$ cat config.mk
export PLATFORM = sky130hd
export DESIGN_NAME = hbridge_motor_pwm_duty
export DESIGN_NICKNAME = d
export VERILOG_FILES = /design/src/common/motor_pwm_pkg.sv /design/src/hdl/hbridge_motor_pwm_duty.sv
export SDC_FILE = /design/constraint.sdc
export NUM_CORES = 1
export LEC_CHECK = 0
export ABC_AREA = 0
export BUFFER_PORTS_ARGS = -buffer_cell sky130_fd_sc_hd__clkbuf_2
export CAP_MARGIN = 20
export CORE_MARGIN = 2
export CORE_UTILIZATION = 50
export DETAILED_ROUTE_END_ITERATION = 12
export MAX_ROUTING_LAYER = met4
export PLACE_DENSITY_LB_ADDON = 0.05
export SLEW_MARGIN = 5
export SYNTH_ARGS = -nofsm -noshare
export SYNTH_HDL_FRONTEND = slang
export SYNTH_SLANG_ARGS = --single-unit
$ cat constraint.sdc
create_clock -name clk -period 12.4 [get_ports clk]
set_input_delay 0 -clock clk [delete_from_list [all_inputs] [get_ports clk]]
set_output_delay 0 -clock clk [all_outputs]
set_load 0.05 [all_outputs]
$ cat src/common/motor_pwm_pkg.sv
package motor_pwm_pkg;
    localparam int           NUM_CH         = 4;
    localparam int           DUTY_W         = 11;
    localparam logic [7:0]   CTRL_OFFSET    = 8'h00;
    localparam logic [7:0]   PERIOD_OFFSET  = 8'h04;
    localparam logic [7:0]   CFG_BASE       = 8'h10;
    localparam logic [7:0]   DUTY_BASE      = 8'h20;
    localparam logic [7:0]   STATUS_OFFSET  = 8'h30;
    localparam int           COMPACT_BIT    = 0;
    localparam int           FREEWHEEL_BIT  = 7;
    localparam int           SIGN_BIT       = 15;
    localparam logic [10:0]  PERIOD_RESET   = 11'h000;
    localparam logic [1:0]   MODE_HALF_M    = 2'h0;
    localparam logic [1:0]   MODE_HALF_P    = 2'h1;
    localparam logic [1:0]   MODE_FULL      = 2'h2;
    localparam logic [1:0]   MODE_DUAL      = 2'h3;
    localparam logic [1:0]   ALIGN_OFF      = 2'h0;
    localparam logic [1:0]   ALIGN_LEFT     = 2'h1;
    localparam logic [1:0]   ALIGN_RIGHT    = 2'h2;
    localparam logic [1:0]   ALIGN_CENTER   = 2'h3;
    localparam logic [1:0]   RESP_OKAY      = 2'h0;
    localparam logic [1:0]   RESP_SLVERR    = 2'h2;

    typedef struct packed {
        logic        awvalid;
        logic [7:0]  awaddr;
        logic        wvalid;
        logic [31:0] wdata;
        logic [3:0]  wstrb;
        logic        bready;
        logic        arvalid;
        logic [7:0]  araddr;
        logic        rready;
    } axil_req_s;

    typedef struct packed {
        logic        awready;
        logic        wready;
        logic        bvalid;
        logic [1:0]  bresp;
        logic        arready;
        logic        rvalid;
        logic [31:0] rdata;
        logic [1:0]  rresp;
    } axil_rsp_s;

    typedef struct packed {
        logic [NUM_CH-1:0] p_out;
        logic [NUM_CH-1:0] p_oe;
        logic [NUM_CH-1:0] m_out;
        logic [NUM_CH-1:0] m_oe;
    } pins_s;

    typedef struct packed {
        logic [1:0] mode;
        logic [1:0] align;
    } cfg_s;

    typedef struct packed {
        logic              sign;
        logic [DUTY_W-1:0] value;
    } duty_s;
endpackage

$ cat src/hdl/hbridge_motor_pwm_duty.sv
// The AXI4-Lite slave port was decided locally.
module hbridge_motor_pwm_duty (
    input  wire logic                     clk,
    input  wire logic                     reset,
    input  wire motor_pwm_pkg::axil_req_s bus_req,
    output      motor_pwm_pkg::axil_rsp_s bus_rsp,
    output      motor_pwm_pkg::pins_s     pins
);

    typedef enum {DRIVE_HALF_M, DRIVE_HALF_P, DRIVE_FULL} drive_e;

    typedef struct packed {
        logic                                    aw_have;
        logic [7:0]                              aw_addr;
        logic                                    w_have;
        logic [31:0]                             w_data;
        logic [3:0]                              w_strb;
        logic                                    bvalid;
        logic [1:0]                              bresp;
        logic                                    rvalid;
        logic [31:0]                             rdata;
        logic [1:0]                              rresp;
        logic                                    compact;
        logic                                    freewheel;
        logic [10:0]                             period;
        logic [10:0]                             period_work;
        motor_pwm_pkg::cfg_s [3:0]               cfg;
        motor_pwm_pkg::cfg_s [3:0]               cfg_work;
        motor_pwm_pkg::duty_s [3:0]              duty;
        motor_pwm_pkg::duty_s [3:0]              duty_work;
        logic [10:0]                             cnt;
        logic [3:0]                              parity;
        logic [1:0]                              odd_written;
        motor_pwm_pkg::pins_s                    pins;
    } state_s;

    state_s     s_q;
    state_s     s_d;
    logic       ovf;
    logic [1:0] dual;
    logic       all_off;

    ////////////////////////////////////////////////////////////////////////////////
    // Decoding helpers

    function automatic logic in_block(input logic [7:0] addr, input logic [7:0] base);
        in_block = (addr[7:4] == base[7:4]);
    endfunction

    function automatic logic mapped(input logic [7:0] addr);
        mapped = (addr == motor_pwm_pkg::CTRL_OFFSET) || (addr == motor_pwm_pkg::PERIOD_OFFSET)
              || (addr == motor_pwm_pkg::STATUS_OFFSET)
              || ((in_block(addr, motor_pwm_pkg::CFG_BASE)
                   || in_block(addr, motor_pwm_pkg::DUTY_BASE)) && addr[1:0] == 2'h0);
    endfunction

    function automatic logic [15:0] duty_view(input motor_pwm_pkg::duty_s d, input logic compact);
        duty_view = compact ? {d.sign, d.value[8:2], 8'h00} : {d.sign, 4'h0, d.value};
    endfunction

    ////////////////////////////////////////////////////////////////////////////////
    // Timer and pair status

    always_comb begin
        ovf = (s_q.period_work != 11'h000) && (s_q.cnt >= s_q.period_work - 11'h001);
        all_off = (s_q.period_work == 11'h000);
        // Pair n is channels 2n, 2n+1
        for (int p = 0; p < 2; p++) begin
            dual[p] = (s_q.cfg_work[2*p].align != motor_pwm_pkg::ALIGN_OFF)
                   && (s_q.cfg_work[2*p+1].align != motor_pwm_pkg::ALIGN_OFF)
                   && (s_q.cfg_work[2*p].mode == motor_pwm_pkg::MODE_DUAL)
                   && (s_q.cfg_work[2*p+1].mode == motor_pwm_pkg::MODE_DUAL);
        end
        if (s_q.cfg_work[0].align == motor_pwm_pkg::ALIGN_OFF
            && s_q.cfg_work[1].align == motor_pwm_pkg::ALIGN_OFF
            && s_q.cfg_work[2].align == motor_pwm_pkg::ALIGN_OFF
            && s_q.cfg_work[3].align == motor_pwm_pkg::ALIGN_OFF) begin
            all_off = 1'b1;
        end
    end

    ////////////////////////////////////////////////////////////////////////////////
    // Next state

    always_comb begin
        logic       wr_fire;
        logic [1:0] ch;
        logic [1:0] odd_wr;
        logic       act;
        logic       lvl;
        logic       load;
        drive_e     drv;
        s_d = s_q;
        wr_fire = s_q.aw_have && s_q.w_have && !s_q.bvalid;
        ch = s_q.aw_addr[3:2];
        odd_wr = 2'h0;
        act = 1'b0;
        lvl = 1'b0;
        load = 1'b0;
        drv = DRIVE_HALF_M;

        // Write address and data are taken independently, in either order
        if (bus_req.awvalid && bus_rsp.awready) begin
            s_d.aw_have = 1'b1;
            s_d.aw_addr = bus_req.awaddr;
        end
        if (bus_req.wvalid && bus_rsp.wready) begin
            s_d.w_have = 1'b1;
            s_d.w_data = bus_req.wdata;
            s_d.w_strb = bus_req.wstrb;
        end
        if (s_q.bvalid && bus_req.bready) begin
            s_d.bvalid = 1'b0;
        end
        if (wr_fire) begin
            s_d.aw_have = 1'b0;
            s_d.w_have = 1'b0;
            s_d.bvalid = 1'b1;
            s_d.bresp = mapped(s_q.aw_addr) ? motor_pwm_pkg::RESP_OKAY
                                             : motor_pwm_pkg::RESP_SLVERR;
            if (s_q.aw_addr == motor_pwm_pkg::CTRL_OFFSET && s_q.w_strb[0]) begin
                // Only the compact select and freewheel bit change; stored duties stay as they are
                s_d.compact = s_q.w_data[motor_pwm_pkg::COMPACT_BIT];
                s_d.freewheel = s_q.w_data[motor_pwm_pkg::FREEWHEEL_BIT];
            end
            if (s_q.aw_addr == motor_pwm_pkg::PERIOD_OFFSET) begin
                if (s_q.w_strb[0]) begin
                    s_d.period[7:0] = s_q.w_data[7:0];
                end
                if (s_q.w_strb[1]) begin
                    s_d.period[10:8] = s_q.w_data[10:8];
                end
            end
            if (in_block(s_q.aw_addr, motor_pwm_pkg::CFG_BASE) && s_q.aw_addr[1:0] == 2'h0
                && s_q.w_strb[0]) begin
                s_d.cfg[ch].mode = s_q.w_data[7:6];
                s_d.cfg[ch].align = s_q.w_data[5:4];
            end
            if (in_block(s_q.aw_addr, motor_pwm_pkg::DUTY_BASE) && s_q.aw_addr[1:0] == 2'h0) begin
                if (s_q.compact) begin
                    if (s_q.w_strb[1]) begin
                        s_d.duty[ch].sign = s_q.w_data[motor_pwm_pkg::SIGN_BIT];
                        s_d.duty[ch].value = {2'h0, s_q.w_data[14:8], 2'h0};
                    end
                end else begin
                    if (s_q.w_strb[1]) begin
                        s_d.duty[ch].sign = s_q.w_data[motor_pwm_pkg::SIGN_BIT];
                        s_d.duty[ch].value[10:8] = s_q.w_data[10:8];
                    end
                    if (s_q.w_strb[0]) begin
                        s_d.duty[ch].value[7:0] = s_q.w_data[7:0];
                    end
                end
                odd_wr[ch[1]] = ch[0];
            end
        end

        // Reads answer one cycle after the address is taken
        if (s_q.rvalid && bus_req.rready) begin
            s_d.rvalid = 1'b0;
        end
        if (bus_req.arvalid && bus_rsp.arready) begin
            s_d.rvalid = 1'b1;
            s_d.rresp = mapped(bus_req.araddr) ? motor_pwm_pkg::RESP_OKAY
                                               : motor_pwm_pkg::RESP_SLVERR;
            s_d.rdata = 32'h0000_0000;
            if (bus_req.araddr == motor_pwm_pkg::CTRL_OFFSET) begin
                s_d.rdata[motor_pwm_pkg::COMPACT_BIT] = s_q.compact;
                s_d.rdata[motor_pwm_pkg::FREEWHEEL_BIT] = s_q.freewheel;
            end else if (bus_req.araddr == motor_pwm_pkg::PERIOD_OFFSET) begin
                s_d.rdata[10:0] = s_q.period;
            end else if (bus_req.araddr == motor_pwm_pkg::STATUS_OFFSET) begin
                s_d.rdata[10:0] = s_q.cnt;
                s_d.rdata[11] = ovf;
            end else if (mapped(bus_req.araddr)
                         && in_block(bus_req.araddr, motor_pwm_pkg::CFG_BASE)) begin
                s_d.rdata[7:4] = s_q.cfg[bus_req.araddr[3:2]];
            end else if (mapped(bus_req.araddr)) begin
                // Bus copy, not the working copy
                s_d.rdata[15:0] = duty_view(s_q.duty[bus_req.araddr[3:2]], s_q.compact);
            end
        end

        s_d.cnt = (ovf || s_q.period_work == 11'h000) ? 11'h000 : s_q.cnt + 11'h001;
        // Period change, zero included, takes hold at the overflow
        if (ovf || s_q.period_work == 11'h000) begin
            s_d.period_work = s_q.period;
        end
        // Mode and alignment are double buffered too, so a disable also waits
        if (ovf || all_off) begin
            s_d.cfg_work = s_q.cfg;
        end

        for (int p = 0; p < 2; p++) begin
            // Set wins over the clear at overflow
            s_d.odd_written[p] = (s_q.odd_written[p] && !(ovf && dual[p])) || odd_wr[p];
        end

        for (int i = 0; i < 4; i++) begin
            load = (s_q.period == 11'h000) || (s_q.cfg[i].align == motor_pwm_pkg::ALIGN_OFF)
                || (ovf && !dual[i/2]) || (ovf && dual[i/2] && s_q.odd_written[i/2]);
            if (load) begin
                s_d.duty_work[i] = s_q.duty[i];
            end
            if (s_q.cfg_work[i].align == motor_pwm_pkg::ALIGN_OFF) begin
                s_d.parity[i] = 1'b0;
            end else if (ovf) begin
                s_d.parity[i] = !s_q.parity[i];
            end

            unique case (s_q.cfg_work[i].align)
                motor_pwm_pkg::ALIGN_RIGHT: act = (s_q.duty_work[i].value >= s_q.period_work)
                    || (s_q.cnt >= s_q.period_work - s_q.duty_work[i].value);
                motor_pwm_pkg::ALIGN_CENTER: act = s_q.parity[i]
                    ? ((s_q.duty_work[i].value >= s_q.period_work)
                       || (s_q.cnt >= s_q.period_work - s_q.duty_work[i].value))
                    : (s_q.cnt < s_q.duty_work[i].value);
                default: act = (s_q.cnt < s_q.duty_work[i].value);
            endcase

            unique case (s_q.cfg_work[i].mode)
                motor_pwm_pkg::MODE_HALF_M: drv = DRIVE_HALF_M;
                motor_pwm_pkg::MODE_HALF_P: drv = DRIVE_HALF_P;
                // A lone dual channel runs as full bridge
                default: drv = DRIVE_FULL;
            endcase

            s_d.pins.p_oe[i] = 1'b0;
            s_d.pins.m_oe[i] = 1'b0;
            s_d.pins.p_out[i] = 1'b0;
            s_d.pins.m_out[i] = 1'b0;
            if (!all_off && s_q.cfg_work[i].align != motor_pwm_pkg::ALIGN_OFF) begin
                unique case (drv)
                    DRIVE_HALF_M: begin
                        s_d.pins.m_oe[i] = 1'b1;
                        s_d.pins.m_out[i] = !act;
                    end
                    DRIVE_HALF_P: begin
                        s_d.pins.p_oe[i] = 1'b1;
                        s_d.pins.p_out[i] = !act;
                    end
                    DRIVE_FULL: begin
                        lvl = s_q.freewheel ? act : !act;
                        s_d.pins.p_oe[i] = 1'b1;
                        s_d.pins.m_oe[i] = 1'b1;
                        // Sign XOR freewheel picks the pin; other pin static
                        if (s_q.duty_work[i].sign ^ s_q.freewheel) begin
                            s_d.pins.p_out[i] = lvl;
                            s_d.pins.m_out[i] = !s_q.freewheel;
                        end else begin
                            s_d.pins.m_out[i] = lvl;
                            s_d.pins.p_out[i] = !s_q.freewheel;
                        end
                    end
                endcase
            end
        end
    end

    ////////////////////////////////////////////////////////////////////////////////
    // State register and outputs

    always_ff @(posedge clk) begin
        if (reset) begin
            s_q <= '0;
            s_q.period <= motor_pwm_pkg::PERIOD_RESET;
            s_q.period_work <= motor_pwm_pkg::PERIOD_RESET;
        end else begin
            s_q <= s_d;
        end
    end

    always_comb begin
        bus_rsp.awready = !s_q.aw_have && !s_q.bvalid;
        bus_rsp.wready = !s_q.w_have && !s_q.bvalid;
        bus_rsp.bvalid = s_q.bvalid;
        bus_rsp.bresp = s_q.bresp;
        bus_rsp.arready = !s_q.rvalid;
        bus_rsp.rvalid = s_q.rvalid;
        bus_rsp.rdata = s_q.rdata;
        bus_rsp.rresp = s_q.rresp;
        pins = s_q.pins;
    end

    ////////////////////////////////////////////////////////////////////////////////
    // Checks

    a_left_active_low: assert property (@(posedge clk) disable iff (reset)
        !all_off && s_q.cfg_work[0] == {motor_pwm_pkg::MODE_HALF_M, motor_pwm_pkg::ALIGN_LEFT}
        && s_q.cnt < s_q.duty_work[0].value |=> pins.m_oe[0] && !pins.m_out[0])
        else $error("left aligned channel not active during duty count");

    a_zero_duty_static: assert property (@(posedge clk) disable iff (reset)
        !all_off && s_q.cfg_work[0].align != motor_pwm_pkg::ALIGN_OFF
        && s_q.cfg_work[0].mode == motor_pwm_pkg::MODE_FULL && !s_q.freewheel
        && !s_q.duty_work[0].sign && s_q.duty_work[0].value == 11'h000
        |=> pins.m_out[0] && pins.p_out[0])
        else $error("zero duty not static inactive");

    a_full_duty_static: assert property (@(posedge clk) disable iff (reset)
        !all_off && s_q.cfg_work[0].align == motor_pwm_pkg::ALIGN_LEFT
        && s_q.cfg_work[0].mode == motor_pwm_pkg::MODE_FULL && s_q.freewheel
        && s_q.duty_work[0].sign && s_q.duty_work[0].value >= s_q.period_work
        |=> pins.m_out[0] && pins.m_oe[0])
        else $error("duty at period not static active");

    a_compact_low_zero: assert property (@(posedge clk) disable iff (reset)
        bus_req.arvalid && bus_rsp.arready && bus_req.araddr == motor_pwm_pkg::DUTY_BASE
        && s_q.compact |=> s_q.rvalid && s_q.rdata[7:0] == 8'h00)
        else $error("compact duty read low byte not zero");

    a_compact_clears_bits: assert property (@(posedge clk) disable iff (reset)
        s_q.aw_have && s_q.w_have && !s_q.bvalid && s_q.compact && s_q.w_strb[1]
        && s_q.aw_addr == motor_pwm_pkg::DUTY_BASE
        |=> s_q.duty[0].value[10:9] == 2'h0 && s_q.duty[0].value[1:0] == 2'h0)
        else $error("compact write left outer duty bits set");

    a_half_releases_p: assert property (@(posedge clk) disable iff (reset)
        !all_off && s_q.cfg_work[0].align != motor_pwm_pkg::ALIGN_OFF
        && s_q.cfg_work[0].mode == motor_pwm_pkg::MODE_HALF_M
        |=> pins.m_oe[0] && !pins.p_oe[0])
         else $error("half bridge did not release positive pin");

    a_dual_waits_odd: assert property (@(posedge clk) disable iff (reset)
        dual[0] && ovf && !s_q.odd_written[0] && s_q.period != 11'h000
        && s_q.cfg[0].align != motor_pwm_pkg::ALIGN_OFF |=> $stable(s_q.duty_work[0]))
        else $error("dual pair loaded without odd duty write");

    a_period_wraps: assert property (@(posedge clk) disable iff (reset)
        ovf |=> s_q.cnt == 11'h000 ##1 (s_q.period_work < 11'h002 || s_q.cnt == 11'h001))
        else $error("timer counter did not wrap at period");

    a_period_zero_off: assert property (@(posedge clk) disable iff (reset)
        s_q.period_work == 11'h000 |=> pins.p_oe == 4'h0 && pins.m_oe == 4'h0)
        else $error("pins driven with period zero");

    a_reset_released: assert property (@(posedge clk)
        reset |=> pins.p_oe == 4'h0 && pins.m_oe == 4'h0)
        else $error("pins driven after reset");

endmodule

==> flow_metrics.env <==
export IMPL_status="complete, but fails checks"
export IMPL_violations="negative hold slack"
export IMPL_clock_sinks=233
export IMPL_worst_ep_arrival_time_ns=5.27
export IMPL_drc=0
export IMPL_post_drt_wl_per_cell_um=19.6
export IMPL_hold_class="in2reg"
export IMPL_die_y_um=172
export IMPL_multi_input_area_um2=8580
export IMPL_relSlewSlack=0.305
export IMPL_insertion_delay_ns=0.53
export IMPL_period_needed_ns=4.81
export IMPL_cts_root_buf="clkbuf_16"
export IMPL_yosysTopAreaCellShare=0.329
export IMPL_busiest_layer="met2"
export IMPL_fin_skew_ns=0.0206
export IMPL_final_nets=1917
export IMPL_grt_use_met3=0.0348
export IMPL_yosysSeqAreaShare=0.329
export IMPL_critPathRequiredTime_ns=12.86
export IMPL_end_kind="flop"
export IMPL_powerDensity_nw_per_um2=106
export IMPL_die_w_um=172
export IMPL_cts_htree_levels=1
export IMPL_fill_cells=2552
export IMPL_coreArea_um2=27900
export IMPL_synth_largest_area_cell="dfxtp_1"
export IMPL_first_iter_violations=936
export IMPL_vias_per_cell=5.70
export IMPL_start_util=0.508
export IMPL_hold_slack_ns=-0.00139
export IMPL_syn_area_um2=14200
export IMPL_antenna_cells_inserted=0
export IMPL_placed_cells=2020
export IMPL_antenna_found_initial=0
export IMPL_layout_drive_gt1_share=0.103
export IMPL_finalCritPeriodShare=0.388
export IMPL_cts_made_buffers=24
export IMPL_via_count=12000
export IMPL_worstPathMaxFanout=12
export IMPL_path_clk_slew_ns=0.07
export IMPL_synth_ff_type="dfxtp_1"
export IMPL_ys_ff_latch=233
export IMPL_cts_tree="built"
export IMPL_p_leak_nw=6.94
export IMPL_overflow=0
export IMPL_grt_pass1_vias=10800
export IMPL_grt_use_met1=0.403
export IMPL_ir_drop_uv=94.9
export IMPL_use_met2=0.441
export IMPL_grt_max_degree=118
export IMPL_crit_type="reg2reg"
export IMPL_gp_congestion=0.892
export IMPL_ys_types=72
export IMPL_synth_area_leaders="dfxtp_1 33%, ha_1 12%, mux2i_1 7.4%, nor2_1 6.0%, a21oi_1 4.5%"
export IMPL_setup_viol=0
export IMPL_synth_avg_cell_area_um2=8.61
export IMPL_rsz0062_at_grt="no"
export IMPL_maxSlewViolCount=0
export IMPL_grt_pass1_wl_um=62800
export IMPL_die_area_um2=29700
export IMPL_stdcell_count=2109
export IMPL_post_cts_resize_count=0
export IMPL_clock_tree_buffer_depth=3
export IMPL_ant_nets=0
export IMPL_syn2layout_area_growth_pct=12.3
export IMPL_ios=116
export IMPL_worstMarginPinSlew_ns=1.04
export IMPL_fin_tns_setup_ns=0
export IMPL_synth_warnings=0
export IMPL_grtUsageTotal=0.286
export IMPL_start_kind="flop"
export IMPL_routed_wl_um=41300
export IMPL_firstDrtPassIters=5
export IMPL_portBuffers=79
export IMPL_synth_edf_count=0
export IMPL_rows=61
export IMPL_register_area_um2=4660
export IMPL_max_cap_violations=0
export IMPL_synthCells=1645
export IMPL_finalHoldViolCount=2
export IMPL_async_reset_ff_frac=0
export IMPL_dpl_hpwl_um=29600
export IMPL_clock_fmax_mhz=208
stage by stage:
step / total power, mW / hold slack, ns / cell area, um2 / worst slack [ns] / util
final: 1.68 / -0.00139 / 15900 / 7.59 / 0.571
after global placement: 0.863 / 0.190 / 14500 / 7.71 / 0.522
after detailed placement: 0.863 / 0.196 / 14500 / 7.65 / 0.522
after floorplan: 0.848 / 0.100 / 14200 / 8.49 / -
after global routing: 1.73 / 0.0462 / 15900 / 7.25 / 0.571
after CTS: 1.69 / 0.0142 / 15900 / 7.62 / 0.571
cells in the mapped netlist, drive strengths merged (35+ instances only):
cell type,number
dfxtp,233
nor2,228
nand2,147
ha,141
a21oi,127
mux2i,105
inv,81
buf,71
clkbuf,44
o21ai,44
nand3,40
a211oi,35
xnor2,35
flip-flops by register name, summed over array words and instances, names as in the netlist:
| name | count |
|---|---|
| bus_rsp | 20 |
| pins | 16 |
| s_q | 197 |
worst paths after layout:
kind | slack, ns | depth (start not counted) | from | endpoint
max | 7.59 | 15 | s_q[162] | pins[14]
min | -0.001 | 2 | reset | s_q[131]
max reg2reg | 7.59 | 15 | s_q[162] | pins[14]
min reg2reg | 0.46 | 2 | s_q[238] | s_q[238]
logic make-up after synthesis:
group                    Yosys count  synth area share
AND/OR/NAND/NOR                  558             0.182
AO/OA/AOI/OAI                    332             0.151
flip-flops                       233             0.329
buffers and inverters            196            0.0702
adder cells (fa/ha/maj)          145             0.130
multiplexers                     125             0.103
XOR/XNOR                          55            0.0340
other                              1          0.000265
layout by cell type (no fill, tap or decap), drive strengths merged, types with 11 or more instances in the layout:
cell,n
xnor2,35
dfxtp,233
buf,17
nand3,40
inv,81
a21o,28
a21oi,127
ha,141
clkbuf,110
a22oi,13
nand4,22
nor3,30
nand2,147
mux2i,105
a31oi,12
nor2b,15
dlygate4sd3,45
a211oi,35
o21ai,44
and3,14
nand2b,16
mux4,16
nor2,228
o21bai,11
xor2,20
conb,18
routing by layer:
metal / up-vias / share of wire
li1: 5906 / -
met1: 5719 / 0.47
met2: 338 / 0.45
met3: 54 / 0.063
met4: 0 / 0.024
met5: - / 0
worst max-delay path, stage by stage, from the launching register on:
cell      delay, ns
dfxtp_1        0.86
ha_1           0.38
nor2b_1        0.14
o211ai_1       0.22
a31oi_1        0.18
a21oi_1        0.27
o21bai_1       0.09
a21oi_1        0.19
xor2_1         0.20
ha_1           0.26
and4_1         0.22
and3_1         0.18
a221oi_1       0.38
o211ai_1       0.33
or4b_2         0.71
nand3_1        0.09
cell type report:
type,count,share of cell area
timing repair buffer,140,0.0611
tap,378,0.0297
inverter,81,0.0191
sequential,233,0.293
clock inverter,12,0.0139
multi-input combinational,1233,0.540
clock buffer,32,0.0428
power by group:
group	switching [mW]	total, mW	internal, mW
Sequential	0.0111	0.767	0.756
Combinational	0.0625	0.0927	0.0303
Clock	0.311	0.822	0.511
repair_timing:
| item | in CTS | in global routing |
|---|---|---|
| buffers inserted | 0 | 0 |
| hold buffers | 45 | 0 |
| endpoints found under the hold margin | 28 | 0 |
Power figures use the tool's default switching activity.
